$ cat src/rtl/ove_pkg.sv
// Shared constants and types for the overvoltage event recorder
package ove_pkg;

  localparam int CLK_HZ_DEF    = 25_000_000;
  localparam int CLK_PERIOD_NS = 40;

  // Percent timer base tick, 0.1 ms
  localparam int BASE_TICK_NS  = 100_000;
  localparam int BASE_TICK_CYC = (BASE_TICK_NS + CLK_PERIOD_NS - 1) / CLK_PERIOD_NS;
  // Time stamp tick, 1 ms
  localparam int MS_TICK_NS    = 1_000_000;
  localparam int MS_TICK_CYC   = MS_TICK_NS / CLK_PERIOD_NS;
  localparam int TS_WRAP_MS    = 60_000;
  localparam int MON_TIMEOUT_MS = 1000;

  localparam int BAUD_300  = 300;
  localparam int BAUD_1200 = 1200;
  localparam int BAUD_2400 = 2400;
  localparam int BAUD_4800 = 4800;
  localparam int BAUD_9600 = 9600;
  localparam logic [2:0] BAUD_SEL_MAX = 3'h4;
  localparam logic [2:0] BAUD_SEL_DEF = 3'h4;

  localparam logic [4:0] A_CTRL  = 5'h00;
  localparam logic [4:0] A_MAXV  = 5'h01;
  localparam logic [4:0] A_NLOW  = 5'h02;
  localparam logic [4:0] A_NHIGH = 5'h03;
  localparam logic [4:0] A_DLOW  = 5'h04;
  localparam logic [4:0] A_DHIGH = 5'h05;
  localparam logic [4:0] A_NODE  = 5'h0a;
  localparam logic [4:0] A_BAUD  = 5'h0b;
  localparam logic [4:0] A_MON   = 5'h0c;
  localparam logic [4:0] A_MASK  = 5'h0d;
  localparam logic [4:0] A_CLEAR = 5'h0e;
  localparam logic [4:0] A_EVT   = 5'h0f;
  localparam logic [4:0] A_PASS  = 5'h10;
  localparam logic [4:0] A_TLOW  = 5'h11;
  localparam logic [4:0] A_THIGH = 5'h12;

  localparam int TEST_SEL_LSB  = 12;
  localparam int TSET_RNG_LSB  = 8;
  localparam int EVT_VALID_BIT = 31;

  localparam logic [7:0]  MASK_DEF  = 8'h55;
  localparam logic [7:0]  NODE_DEF  = 8'h01;
  localparam logic [15:0] PASS_DEF  = 16'h0000;
  localparam logic [9:0]  TSET_DEF  = 10'h005;
  localparam logic [6:0]  PCT_FULL  = 7'h64;
  localparam logic [6:0]  PCT_LAST  = 7'h63;

  localparam logic [5:0] CODE_RESTART  = 6'h32;
  localparam logic [5:0] CODE_OVERFLOW = 6'h33;

  localparam int FIFO_DEPTH = 8;

  typedef struct packed {
    logic [5:0]  code;
    logic [15:0] ts;
  } evt_t;

  typedef struct packed {
    logic [4:0]  addr;
    logic [31:0] wdata;
    logic        wr;
    logic        rd;
  } bus_req_t;

endpackage

$ cat src/rtl/overvoltage_event_recorder.sv
// Records, control display, serial settings and event queue of a two-stage overvoltage module
// How it works
// - Low stage start duration in percent
// - High stage start duration in percent
// - Display low digit encodes blocking state
// - Display middle digit always zero
// - Display top digit shows remote reset
// - Test mode forces outputs one at a time
// - Node address zero disables serial link
// - Baud selectable, default 9600
// - Bus monitor zero active, scrolls when lost
// - Buttons or command clear five records
// - Records lost, node/baud/password retained
// - Event mask enables events by weight
// - Mask range 0 to 255, default 85
// - Mask bits map stage start/trip/resets
// - Restart and overflow events never masked
// - Overflow event when queue overflows
// - Events carry millisecond time stamp
// - Operate timer has three ranges
// - Start counters per stage, 0 to 255
`timescale 1ns/1ps
module overvoltage_event_recorder
  import ove_pkg::*;
#(
  parameter int CLK_HZ      = ove_pkg::CLK_HZ_DEF,
  parameter int MS_CYCLES   = ove_pkg::MS_TICK_CYC
)
(
  input  wire logic             clk,
  input  wire logic             rst_n,
  input  wire logic             nv_rst_n,
  input  wire ove_pkg::bus_req_t bus,
  output logic [31:0]           rdata,
  input  wire logic [1:0]       stage_start,
  input  wire logic [7:0]       u0_level,
  input  wire logic [1:0]       block_pin,
  input  wire logic             remote_reset_pin,
  input  wire logic             step_btn_pin,
  input  wire logic             reset_btn_pin,
  input  wire logic             frame_ok,
  output logic [1:0]            start_out,
  output logic [1:0]            trip_out,
  output logic                  serial_en,
  output logic                  baud_tick
);

  ////////////////////////////////////////////////////////////////////////////
  // Pin synchronisers and time bases
  logic [4:0]  pin_s1_r;
  logic [4:0]  pin_s2_r;
  logic        both_prev_r;
  logic [11:0] base_cnt_r;
  logic [14:0] ms_cnt_r;
  logic [15:0] ts_r;
  // Tenth of the ms period, so a shortened ms scales the percent timers too
  wire         base_tick = (base_cnt_r == 12'(MS_CYCLES / (MS_TICK_NS / BASE_TICK_NS) - 1));
  wire         ms_tick   = (ms_cnt_r == 15'(MS_CYCLES - 1));
  wire [1:0]   blk       = pin_s2_r[1:0];
  wire         remote_rst = pin_s2_r[2];
  wire         both_btn  = pin_s2_r[3] & pin_s2_r[4];

  always_ff @(posedge clk or negedge rst_n)
  begin
    if (!rst_n)
    begin
      pin_s1_r    <= 5'h00;
      pin_s2_r    <= 5'h00;
      both_prev_r <= 1'b0;
      base_cnt_r  <= 12'h000;
      ms_cnt_r    <= 15'h0000;
      ts_r        <= 16'h0000;
    end
    else
    begin
      pin_s1_r    <= {reset_btn_pin, step_btn_pin, remote_reset_pin, block_pin};
      pin_s2_r    <= pin_s1_r;
      both_prev_r <= both_btn;
      base_cnt_r  <= base_tick ? 12'h000 : base_cnt_r + 12'h001;
      ms_cnt_r    <= ms_tick ? 15'h0000 : ms_cnt_r + 15'h0001;
      if (ms_tick)
        ts_r <= (ts_r == 16'(TS_WRAP_MS - 1)) ? 16'h0000 : ts_r + 16'h0001;
    end
  end

  ////////////////////////////////////////////////////////////////////////////
  // Register strobes
  wire wr_ctrl  = bus.wr && bus.addr == A_CTRL;
  wire wr_node  = bus.wr && bus.addr == A_NODE;
  wire wr_baud  = bus.wr && bus.addr == A_BAUD;
  wire wr_mask  = bus.wr && bus.addr == A_MASK;
  wire wr_pass  = bus.wr && bus.addr == A_PASS;
  wire wr_tlow  = bus.wr && bus.addr == A_TLOW;
  wire wr_thigh = bus.wr && bus.addr == A_THIGH;
  wire rd_evt   = bus.rd && bus.addr == A_EVT;
  wire clear_rec = (bus.wr && bus.addr == A_CLEAR) || (both_btn && !both_prev_r);

  // Retained settings sit on the supply-independent reset only
  logic [7:0]  node_r;
  logic [2:0]  baud_r;
  logic [15:0] pass_r;

  always_ff @(posedge clk or negedge nv_rst_n)
  begin
    if (!nv_rst_n)
    begin
      node_r <= NODE_DEF;
      baud_r <= BAUD_SEL_DEF;
      pass_r <= PASS_DEF;
    end
    else
    begin
      if (wr_node)
        node_r <= bus.wdata[7:0];
      if (wr_baud && bus.wdata[2:0] <= BAUD_SEL_MAX)
        baud_r <= bus.wdata[2:0];
      if (wr_pass)
        pass_r <= bus.wdata[15:0];
    end
  end

  ////////////////////////////////////////////////////////////////////////////
  // Settings on the ordinary reset
  logic [7:0] mask_r;
  logic [2:0] test_sel_r;
  logic [9:0] tset_r [2];

  always_ff @(posedge clk or negedge rst_n)
  begin
    if (!rst_n)
    begin
      mask_r     <= MASK_DEF;
      test_sel_r <= 3'h0;
      tset_r[0]  <= TSET_DEF;
      tset_r[1]  <= TSET_DEF;
    end
    else
    begin
      if (wr_mask)
        mask_r <= bus.wdata[7:0];
      if (wr_ctrl)
        test_sel_r <= bus.wdata[TEST_SEL_LSB +: 3];
      if (wr_tlow)
        tset_r[0] <= bus.wdata[9:0];
      if (wr_thigh)
        tset_r[1] <= bus.wdata[9:0];
    end
  end

  ////////////////////////////////////////////////////////////////////////////
  // Per-stage operate timer, percent record, start counter, event edges
  logic [6:0]  pct_r   [2];
  logic [13:0] sub_r   [2];
  logic [7:0]  nstart_r [2];
  logic [1:0]  op_r;
  logic [1:0]  start_prev_r;
  logic [1:0]  op_prev_r;
  logic [7:0]  ev_edge;

  genvar s;
  generate
    for (s = 0; s < 2; s++)
    begin : g_stage
      wire [1:0]  rng  = tset_r[s][TSET_RNG_LSB +: 2];
      wire [13:0] tv   = 14'(tset_r[s][6:0]);
      // One percent of the operate time, counted in 0.1 ms ticks
      wire [13:0] step = (rng == 2'h0) ? tv :
                         (rng == 2'h1) ? 14'(tv * 14'd10) : 14'(tv * 14'd100);
      wire        rise = stage_start[s] && !start_prev_r[s];
      wire        done = (sub_r[s] + 14'h0001) >= step;

      assign ev_edge[4*s]     = rise;
      assign ev_edge[4*s + 1] = !stage_start[s] && start_prev_r[s];
      assign ev_edge[4*s + 2] = op_r[s] && !op_prev_r[s];
      assign ev_edge[4*s + 3] = !op_r[s] && op_prev_r[s];

      always_ff @(posedge clk or negedge rst_n)
      begin
        if (!rst_n)
        begin
          pct_r[s]    <= 7'h00;
          sub_r[s]    <= 14'h0000;
          nstart_r[s] <= 8'h00;
          op_r[s]     <= 1'b0;
        end
        else if (clear_rec)
        begin
          pct_r[s]    <= 7'h00;
          sub_r[s]    <= 14'h0000;
          nstart_r[s] <= 8'h00;
          op_r[s]     <= op_r[s] && stage_start[s];
        end
        else if (rise)
        begin
          pct_r[s]    <= 7'h00;
          sub_r[s]    <= 14'h0000;
          nstart_r[s] <= nstart_r[s] + 8'h01;
        end
        else if (!stage_start[s])
        begin
          op_r[s]  <= 1'b0;
          sub_r[s] <= 14'h0000;
        end
        else if (base_tick && !op_r[s])
        begin
          sub_r[s] <= done ? 14'h0000 : sub_r[s] + 14'h0001;
          if (done && pct_r[s] < PCT_LAST)
            pct_r[s] <= pct_r[s] + 7'h01;
          else if (done && !blk[s])
          begin
            pct_r[s] <= PCT_FULL;
            op_r[s]  <= 1'b1;
          end
        end
      end
    end
  endgenerate

  ////////////////////////////////////////////////////////////////////////////
  // Maximum level, outputs with test forcing, serial side
  logic [7:0]  maxv_r;
  logic [15:0] quiet_r;
  logic [7:0]  mon_r;
  logic [16:0] baud_cnt_r;
  wire  frame_acc  = frame_ok && node_r != 8'h00;
  wire  link_up    = node_r != 8'h00 && quiet_r < 16'(MON_TIMEOUT_MS);
  wire [16:0] baud_div = (baud_r == 3'h0) ? 17'(CLK_HZ / BAUD_300)  :
                         (baud_r == 3'h1) ? 17'(CLK_HZ / BAUD_1200) :
                         (baud_r == 3'h2) ? 17'(CLK_HZ / BAUD_2400) :
                         (baud_r == 3'h3) ? 17'(CLK_HZ / BAUD_4800) :
                                            17'(CLK_HZ / BAUD_9600);
  wire  baud_wrap  = baud_cnt_r >= baud_div - 17'h00001;

  always_ff @(posedge clk or negedge rst_n)
  begin
    if (!rst_n)
    begin
      maxv_r     <= 8'h00;
      start_out  <= 2'h0;
      trip_out   <= 2'h0;
      start_prev_r <= 2'h0;
      op_prev_r  <= 2'h0;
      serial_en  <= 1'b0;
      baud_tick  <= 1'b0;
      baud_cnt_r <= 17'h00000;
      quiet_r    <= 16'(MON_TIMEOUT_MS);
      mon_r      <= 8'h00;
    end
    else
    begin
      start_prev_r <= stage_start;
      op_prev_r    <= op_r;
      if (clear_rec)
        maxv_r <= 8'h00;
      else if (u0_level > maxv_r || (|ev_edge[2] || |ev_edge[6]))
        maxv_r <= u0_level;
      // Test mode overrides the live outputs, one output per selection 1 to 4, none for 5 to 7
      start_out <= (test_sel_r == 3'h0) ? stage_start :
                   {test_sel_r == 3'h3, test_sel_r == 3'h1};
      trip_out  <= (test_sel_r == 3'h0) ? op_r :
                   {test_sel_r == 3'h4, test_sel_r == 3'h2};
      serial_en <= node_r != 8'h00;
      baud_cnt_r <= (baud_wrap || !serial_en) ? 17'h00000 : baud_cnt_r + 17'h00001;
      baud_tick  <= baud_wrap && serial_en;
      if (frame_acc)
        quiet_r <= 16'h0000;
      else if (ms_tick && quiet_r < 16'(MON_TIMEOUT_MS))
        quiet_r <= quiet_r + 16'h0001;
      if (link_up)
        mon_r <= 8'h00;
      else if (ms_tick)
        mon_r <= mon_r + 8'h01;
    end
  end

  ////////////////////////////////////////////////////////////////////////////
  // Event pending flags and queue
  logic [7:0] pend_r;
  logic       rst_pend_r;
  logic       ovf_pend_r;
  evt_t       fifo_r [FIFO_DEPTH];
  logic [2:0] wr_ptr_r;
  logic [2:0] rd_ptr_r;
  logic [3:0] cnt_r;
  logic [7:0] lowest;
  logic [5:0] low_code;

  always_comb
  begin
    lowest   = 8'h00;
    low_code = 6'h00;
    for (int i = 7; i >= 0; i--)
      if (pend_r[i])
      begin
        lowest   = 8'h01 << i;
        low_code = 6'(i + 1);
      end
  end

  // Mask sampled when the edge is seen, so a later write leaves queued events alone
  wire [7:0] new_ev   = ev_edge & mask_r;
  wire       full     = cnt_r == 4'(FIFO_DEPTH);
  wire       pop      = rd_evt && cnt_r != 4'h0;
  wire       any_pend = ovf_pend_r || rst_pend_r || pend_r != 8'h00;
  wire       push     = any_pend && !full;
  wire [5:0] push_code = ovf_pend_r ? CODE_OVERFLOW :
                         rst_pend_r ? CODE_RESTART : low_code;
  wire       collide  = (new_ev & pend_r) != 8'h00;
  wire       lost     = (full && pend_r != 8'h00) || collide;
  wire [7:0] pend_clr = full ? pend_r : ((push && !ovf_pend_r && !rst_pend_r) ? lowest : 8'h00);

  always_ff @(posedge clk or negedge rst_n)
  begin
    if (!rst_n)
    begin
      pend_r     <= 8'h00;
      rst_pend_r <= 1'b1;
      ovf_pend_r <= 1'b0;
      wr_ptr_r   <= 3'h0;
      rd_ptr_r   <= 3'h0;
      cnt_r      <= 4'h0;
    end
    else
    begin
      pend_r <= (pend_r & ~pend_clr) | new_ev; // New edge wins over the clear
      if (lost)
        ovf_pend_r <= 1'b1;
      else if (push && ovf_pend_r)
        ovf_pend_r <= 1'b0;
      if (push && !ovf_pend_r && rst_pend_r)
        rst_pend_r <= 1'b0;
      if (push)
        wr_ptr_r <= wr_ptr_r + 3'h1;
      if (pop)
        rd_ptr_r <= rd_ptr_r + 3'h1;
      cnt_r <= cnt_r + {3'h0, push} - {3'h0, pop};
    end
  end

  always_ff @(posedge clk)
  begin
    if (push)
      fifo_r[wr_ptr_r] <= '{code: push_code, ts: ts_r};
  end

  ////////////////////////////////////////////////////////////////////////////
  // Read data, one cycle after the strobe
  wire [11:0] display = {3'h0, remote_rst, 4'h0, 2'h0, blk};
  wire evt_valid = cnt_r != 4'h0;
  evt_t head;
  assign head = fifo_r[rd_ptr_r];
  wire [31:0] rd_mux =
    (bus.addr == A_CTRL)  ? {17'h0, test_sel_r, display} :
    (bus.addr == A_MAXV)  ? {24'h0, maxv_r} :
    (bus.addr == A_NLOW)  ? {24'h0, nstart_r[0]} :
    (bus.addr == A_NHIGH) ? {24'h0, nstart_r[1]} :
    (bus.addr == A_DLOW)  ? {25'h0, pct_r[0]} :
    (bus.addr == A_DHIGH) ? {25'h0, pct_r[1]} :
    (bus.addr == A_NODE)  ? {24'h0, node_r} :
    (bus.addr == A_BAUD)  ? {29'h0, baud_r} :
    (bus.addr == A_MON)   ? {24'h0, mon_r} :
    (bus.addr == A_MASK)  ? {24'h0, mask_r} :
    (bus.addr == A_EVT)   ? {evt_valid, 9'h0, evt_valid ? head : 22'h0} :
    (bus.addr == A_PASS)  ? {16'h0, pass_r} :
    (bus.addr == A_TLOW)  ? {22'h0, tset_r[0]} :
    (bus.addr == A_THIGH) ? {22'h0, tset_r[1]} : 32'h0;

  always_ff @(posedge clk or negedge rst_n)
  begin
    if (!rst_n)
      rdata <= 32'h0;
    else
      rdata <= bus.rd ? rd_mux : 32'h0;
  end
endmodule

$ cat config.mk
export PLATFORM = sky130hd
export DESIGN_NAME = overvoltage_event_recorder
export DESIGN_NICKNAME = d
export VERILOG_FILES = /design/src/rtl/ove_pkg.sv /design/src/rtl/overvoltage_event_recorder.sv
export SDC_FILE = /design/constraint.sdc
export NUM_CORES = 1
export LEC_CHECK = 0
export BUFFER_PORTS_ARGS = -buffer_cell sky130_fd_sc_hd__buf_4
export CAP_MARGIN = 20
export CORE_ASPECT_RATIO = 1.25
export CORE_UTILIZATION = 65
export DETAILED_ROUTE_END_ITERATION = 8
export HOLD_SLACK_MARGIN = 0.03
export PLACE_DENSITY = 0.83
export SLEW_MARGIN = 30
export SYNTH_ARGS = -nofsm -noshare
export SYNTH_HDL_FRONTEND = slang
export SYNTH_SLANG_ARGS = --single-unit
$ cat constraint.sdc
create_clock -name clk -period 9 [get_ports clk]
set_clock_uncertainty 0.1 [all_clocks]
set_input_delay 1.35 -clock clk [delete_from_list [all_inputs] [get_ports clk]]
set_output_delay 1.35 -clock clk [all_outputs]
set_load 0.1 [all_outputs]
==> results by group <==
Status
  • Status: finished clean

STA
  • WHS: 254.5 ps
  • Fin crit share: 64.86%
  • Fmax achieved: 0.1713 GHz
  • Minimum clock period: 5838 ps
  • Slew Viols, Final: 0
  • Final hold vios: 0
  • Slew @ Worst Pin: 1032 ps
  • Relative slew slack: 31.07%
  • Setup TNS: 0 ps
  • RSZ-0062 raised after global routing: no
  • Final setup fails: 0

Detailed routing
  • WL per Instance: 21.74 um
  • Top sig layer: met5
  • Total Wirelength: 54410 um
  • Met3 routed WL: 3520 um
  • DR pass1 iterations: 7
  • ANT nets after route: 0
  • Initial drt markers: 1583
  • WL met2: 27220 um
  • Met1 WL: 20810 um
  • Routed via count: 16140
  • Residual DRC: 0
  • Via density: 6.450

Setup path
  • Crit start category: flop
  • Worst Path Max Fanout: 18
  • Slowest cell delay on critical path: 730 ps
  • Slowest-stage cell, CP: a311oi_1
  • CP cell instances: ha_1 > ha_1 > fa_1 > ha_1 > a21oi_1 > o21bai_1 > a2111oi_0 > o311ai_0 > o41a_1 > ha_1 > nand2_1 > nor4_1 > a311oi_1 > and4_1 > a21oi_1 > a31oi_1
  • WP buf/inv: 0
  • Arrival time at the worst endpoint: 6220 ps
  • Cell family with the largest share of critical-path delay: compound AO/OA/AOI/OAI gates
  • CP Data Required Time: 9380 ps
  • Setup CP Type: flop to flop
  • CP most frequent cell: ha_1
  • Setup crit end kind: flop

Logic synthesis
  • Synth cell count leaders: dfrtp_1 (256), edfxtp_1 (168), nand2_1 (151)
  • Yosys top cell by area: dfrtp_1
  • Most common cell in the netlist: dfrtp_1
  • Post-Synthesis Cells: 1927
  • Top-area cell type share of the netlist area: 28.10%
  • Mean area per synthesized cell: 11.83 um2
  • Post-Synthesis Cell Area: 22800 um2
  • YS warnings: 0
  • Number of enable flip-flop cells after synthesis: 168
  • Synth area leaders: dfrtp_1 (28%), edfxtp_1 (22%), ha_1 (7.8%)
  • Post-synth top flop: dfrtp_1
  • Sequential-to-total area share from yosys stat: 52.18%
  • Async S/R FF share, synth: 61.90%
  • Seq cells post-synth: 441
  • Synth cell types: 78

Clocking
  • Clk Latency, worst-skew pair: 570 ps
  • Hold-fix buffer count after cts: 0
  • Postcts setup bufs: 0
  • CTS Buffer Depth: 3
  • CTS tree: built
  • Worst-path clk slew: 60 ps
  • Cts bufs inserted: 43
  • CTS Sinks: 441
  • Clk Tree Root Cell: clkbuf_16
  • PostCTS Resize Cnt: 0
  • H-Tree Level Count: 2

Pwr
  • PD cells: 243.9 nW/um2
  • Tot Pwr: 6.167 mW
  • Max rail drop VDD: 218.4 uV
  • Lkg Pwr: 10.82 nW

Placed design
  • DP Area: 23830 um2
  • Port Buffers: 70
  • GPL Wtd Cong: 0.9634
  • DP HPWL: 36830 um

Global route
  • Pin count of the biggest net entering global routing: 114
  • Grt ovf: 0
  • Initial antenna violation count: 2
  • First-pass GRT wire length: 86640 um
  • Tot GR Track Use: 31.39%
  • Vias in the first global route: 16310

Final layout
  • Final instance area: 25290 um2
  • Layout net count: 2207
  • Area Overhead vs Synth: 10.92%
  • Layout cell share with drive strength beyond 1: 15.29%

Floorplan
  • Ports: 96
  • DIE WIDTH: 169.5 um
  • Floorplan row count: 76
  • Initial core utilization: 66.05%
  • Core ar.: 34520 um2
  • Die ar.: 35830 um2
  • Die Y: 211.4 um

Flow run
  • Max_cap viols: 0

Hold path
  • Hold WC Path Type: flop to flop
==> registers in the layout, indices dropped and copies added, names as in the netlist, 4 cells and up <==
name,count
node_r,8
cnt_r,4
base_cnt_r,12
sub_r,28
pend_r,8
quiet_r,16
rdata,22
mask_r,8
mon_r,8
g_stage.rng,4
fifo_r,168
pct_r,14
nstart_r,16
ts_r,16
g_stage.tv,14
maxv_r,8
pass_r,16
pin_s1_r,5
baud_cnt_r,17
pin_s2_r,5
ms_cnt_r,15
==> area by class of cell <==
cell class	instances	area [um2]
Tap cell	468	585.6
Sequential cell	441	11900
Antenna cell	1	2.502
Timing Repair Buffer	92	701.9
Clock inverter	18	227.7
Clock buffer	62	1207
Fill cell	2257	9229
Inverter	62	232.7
Multi-Input combinational cell	1359	10430
==> path summary, 6_finish.rpt <==
kind,slack (ps),cells after the start,end,start
worst min register to register,250,0,pin_s2_r[1],pin_s1_r[1]
min in group asynchronous,610,1,baud_r[0],nv_rst_n
worst max-delay path,3160,16,sub_r[12],g_stage[1].tv[2]
worst max register to register,3160,16,sub_r[12],g_stage[1].tv[2]
max in group asynchronous,6680,2,ms_cnt_r[12],rst_n
worst min-delay path,250,0,pin_s2_r[1],pin_s1_r[1]
==> through the flow <==
step / instances / worst slack (ps) / utilization [%]
CTS: 2502 / 3208 / 73.21
floorplan: 1935 / 3880 / -
finish: 2503 / 3162 / 73.26
detailed placement: 2422 / 3237 / 69.05
global placement: 2422 / 3397 / 69.03
global route: 2502 / 2699 / 73.26
==> placed cells by master, fill, tap and decap left out, drive strengths merged, types with 12 or more instances in the layout <==
cell type and n:
edfxtp 168, dfstp 17, nand4 22, a22oi 13
a21oi 84, xor2 54, a21o 19, o211ai 12
nor2 151, nor2b 23, nor3 20, mux4 42
clkbuf 62, nand2 151, dfrtp 256, nand3 61
o21ai 61, mux2 66, o21bai 15, nor4 14
nand2b 21, a31oi 18, inv 63, and3 47
buf 92, mux2i 38, xnor2 71, a22o 15
ha 143, a211oi 32
==> per-layer routing <==
metal | GRT usage (%) | vias up
met1 | 38.54 | 8019
met3 | 4.879 | 176
met5 | 0 | -
li1 | - | 7299
met2 | 54.15 | 648
met4 | 15.44 | 2
==> report_power, final <==
part,internal (mW),switching [mW]
logic,0.697,0.985
clock network,1.06,0.782
registers,2.44,0.204
total,4.20,1.97
==> cells by family after synthesis <==
| logic type | share of synthesized area, % |
|---|---|
| compound gates | 10.64 |
| xor+xnor | 4.802 |
| fa+ha+maj | 8.462 |
| buf+inv | 2.453 |
| flops | 52.18 |
| mux | 9.077 |
| other cells | 0.03294 |
| simple gates | 12.35 |
(Power assumes the default switching activity.)
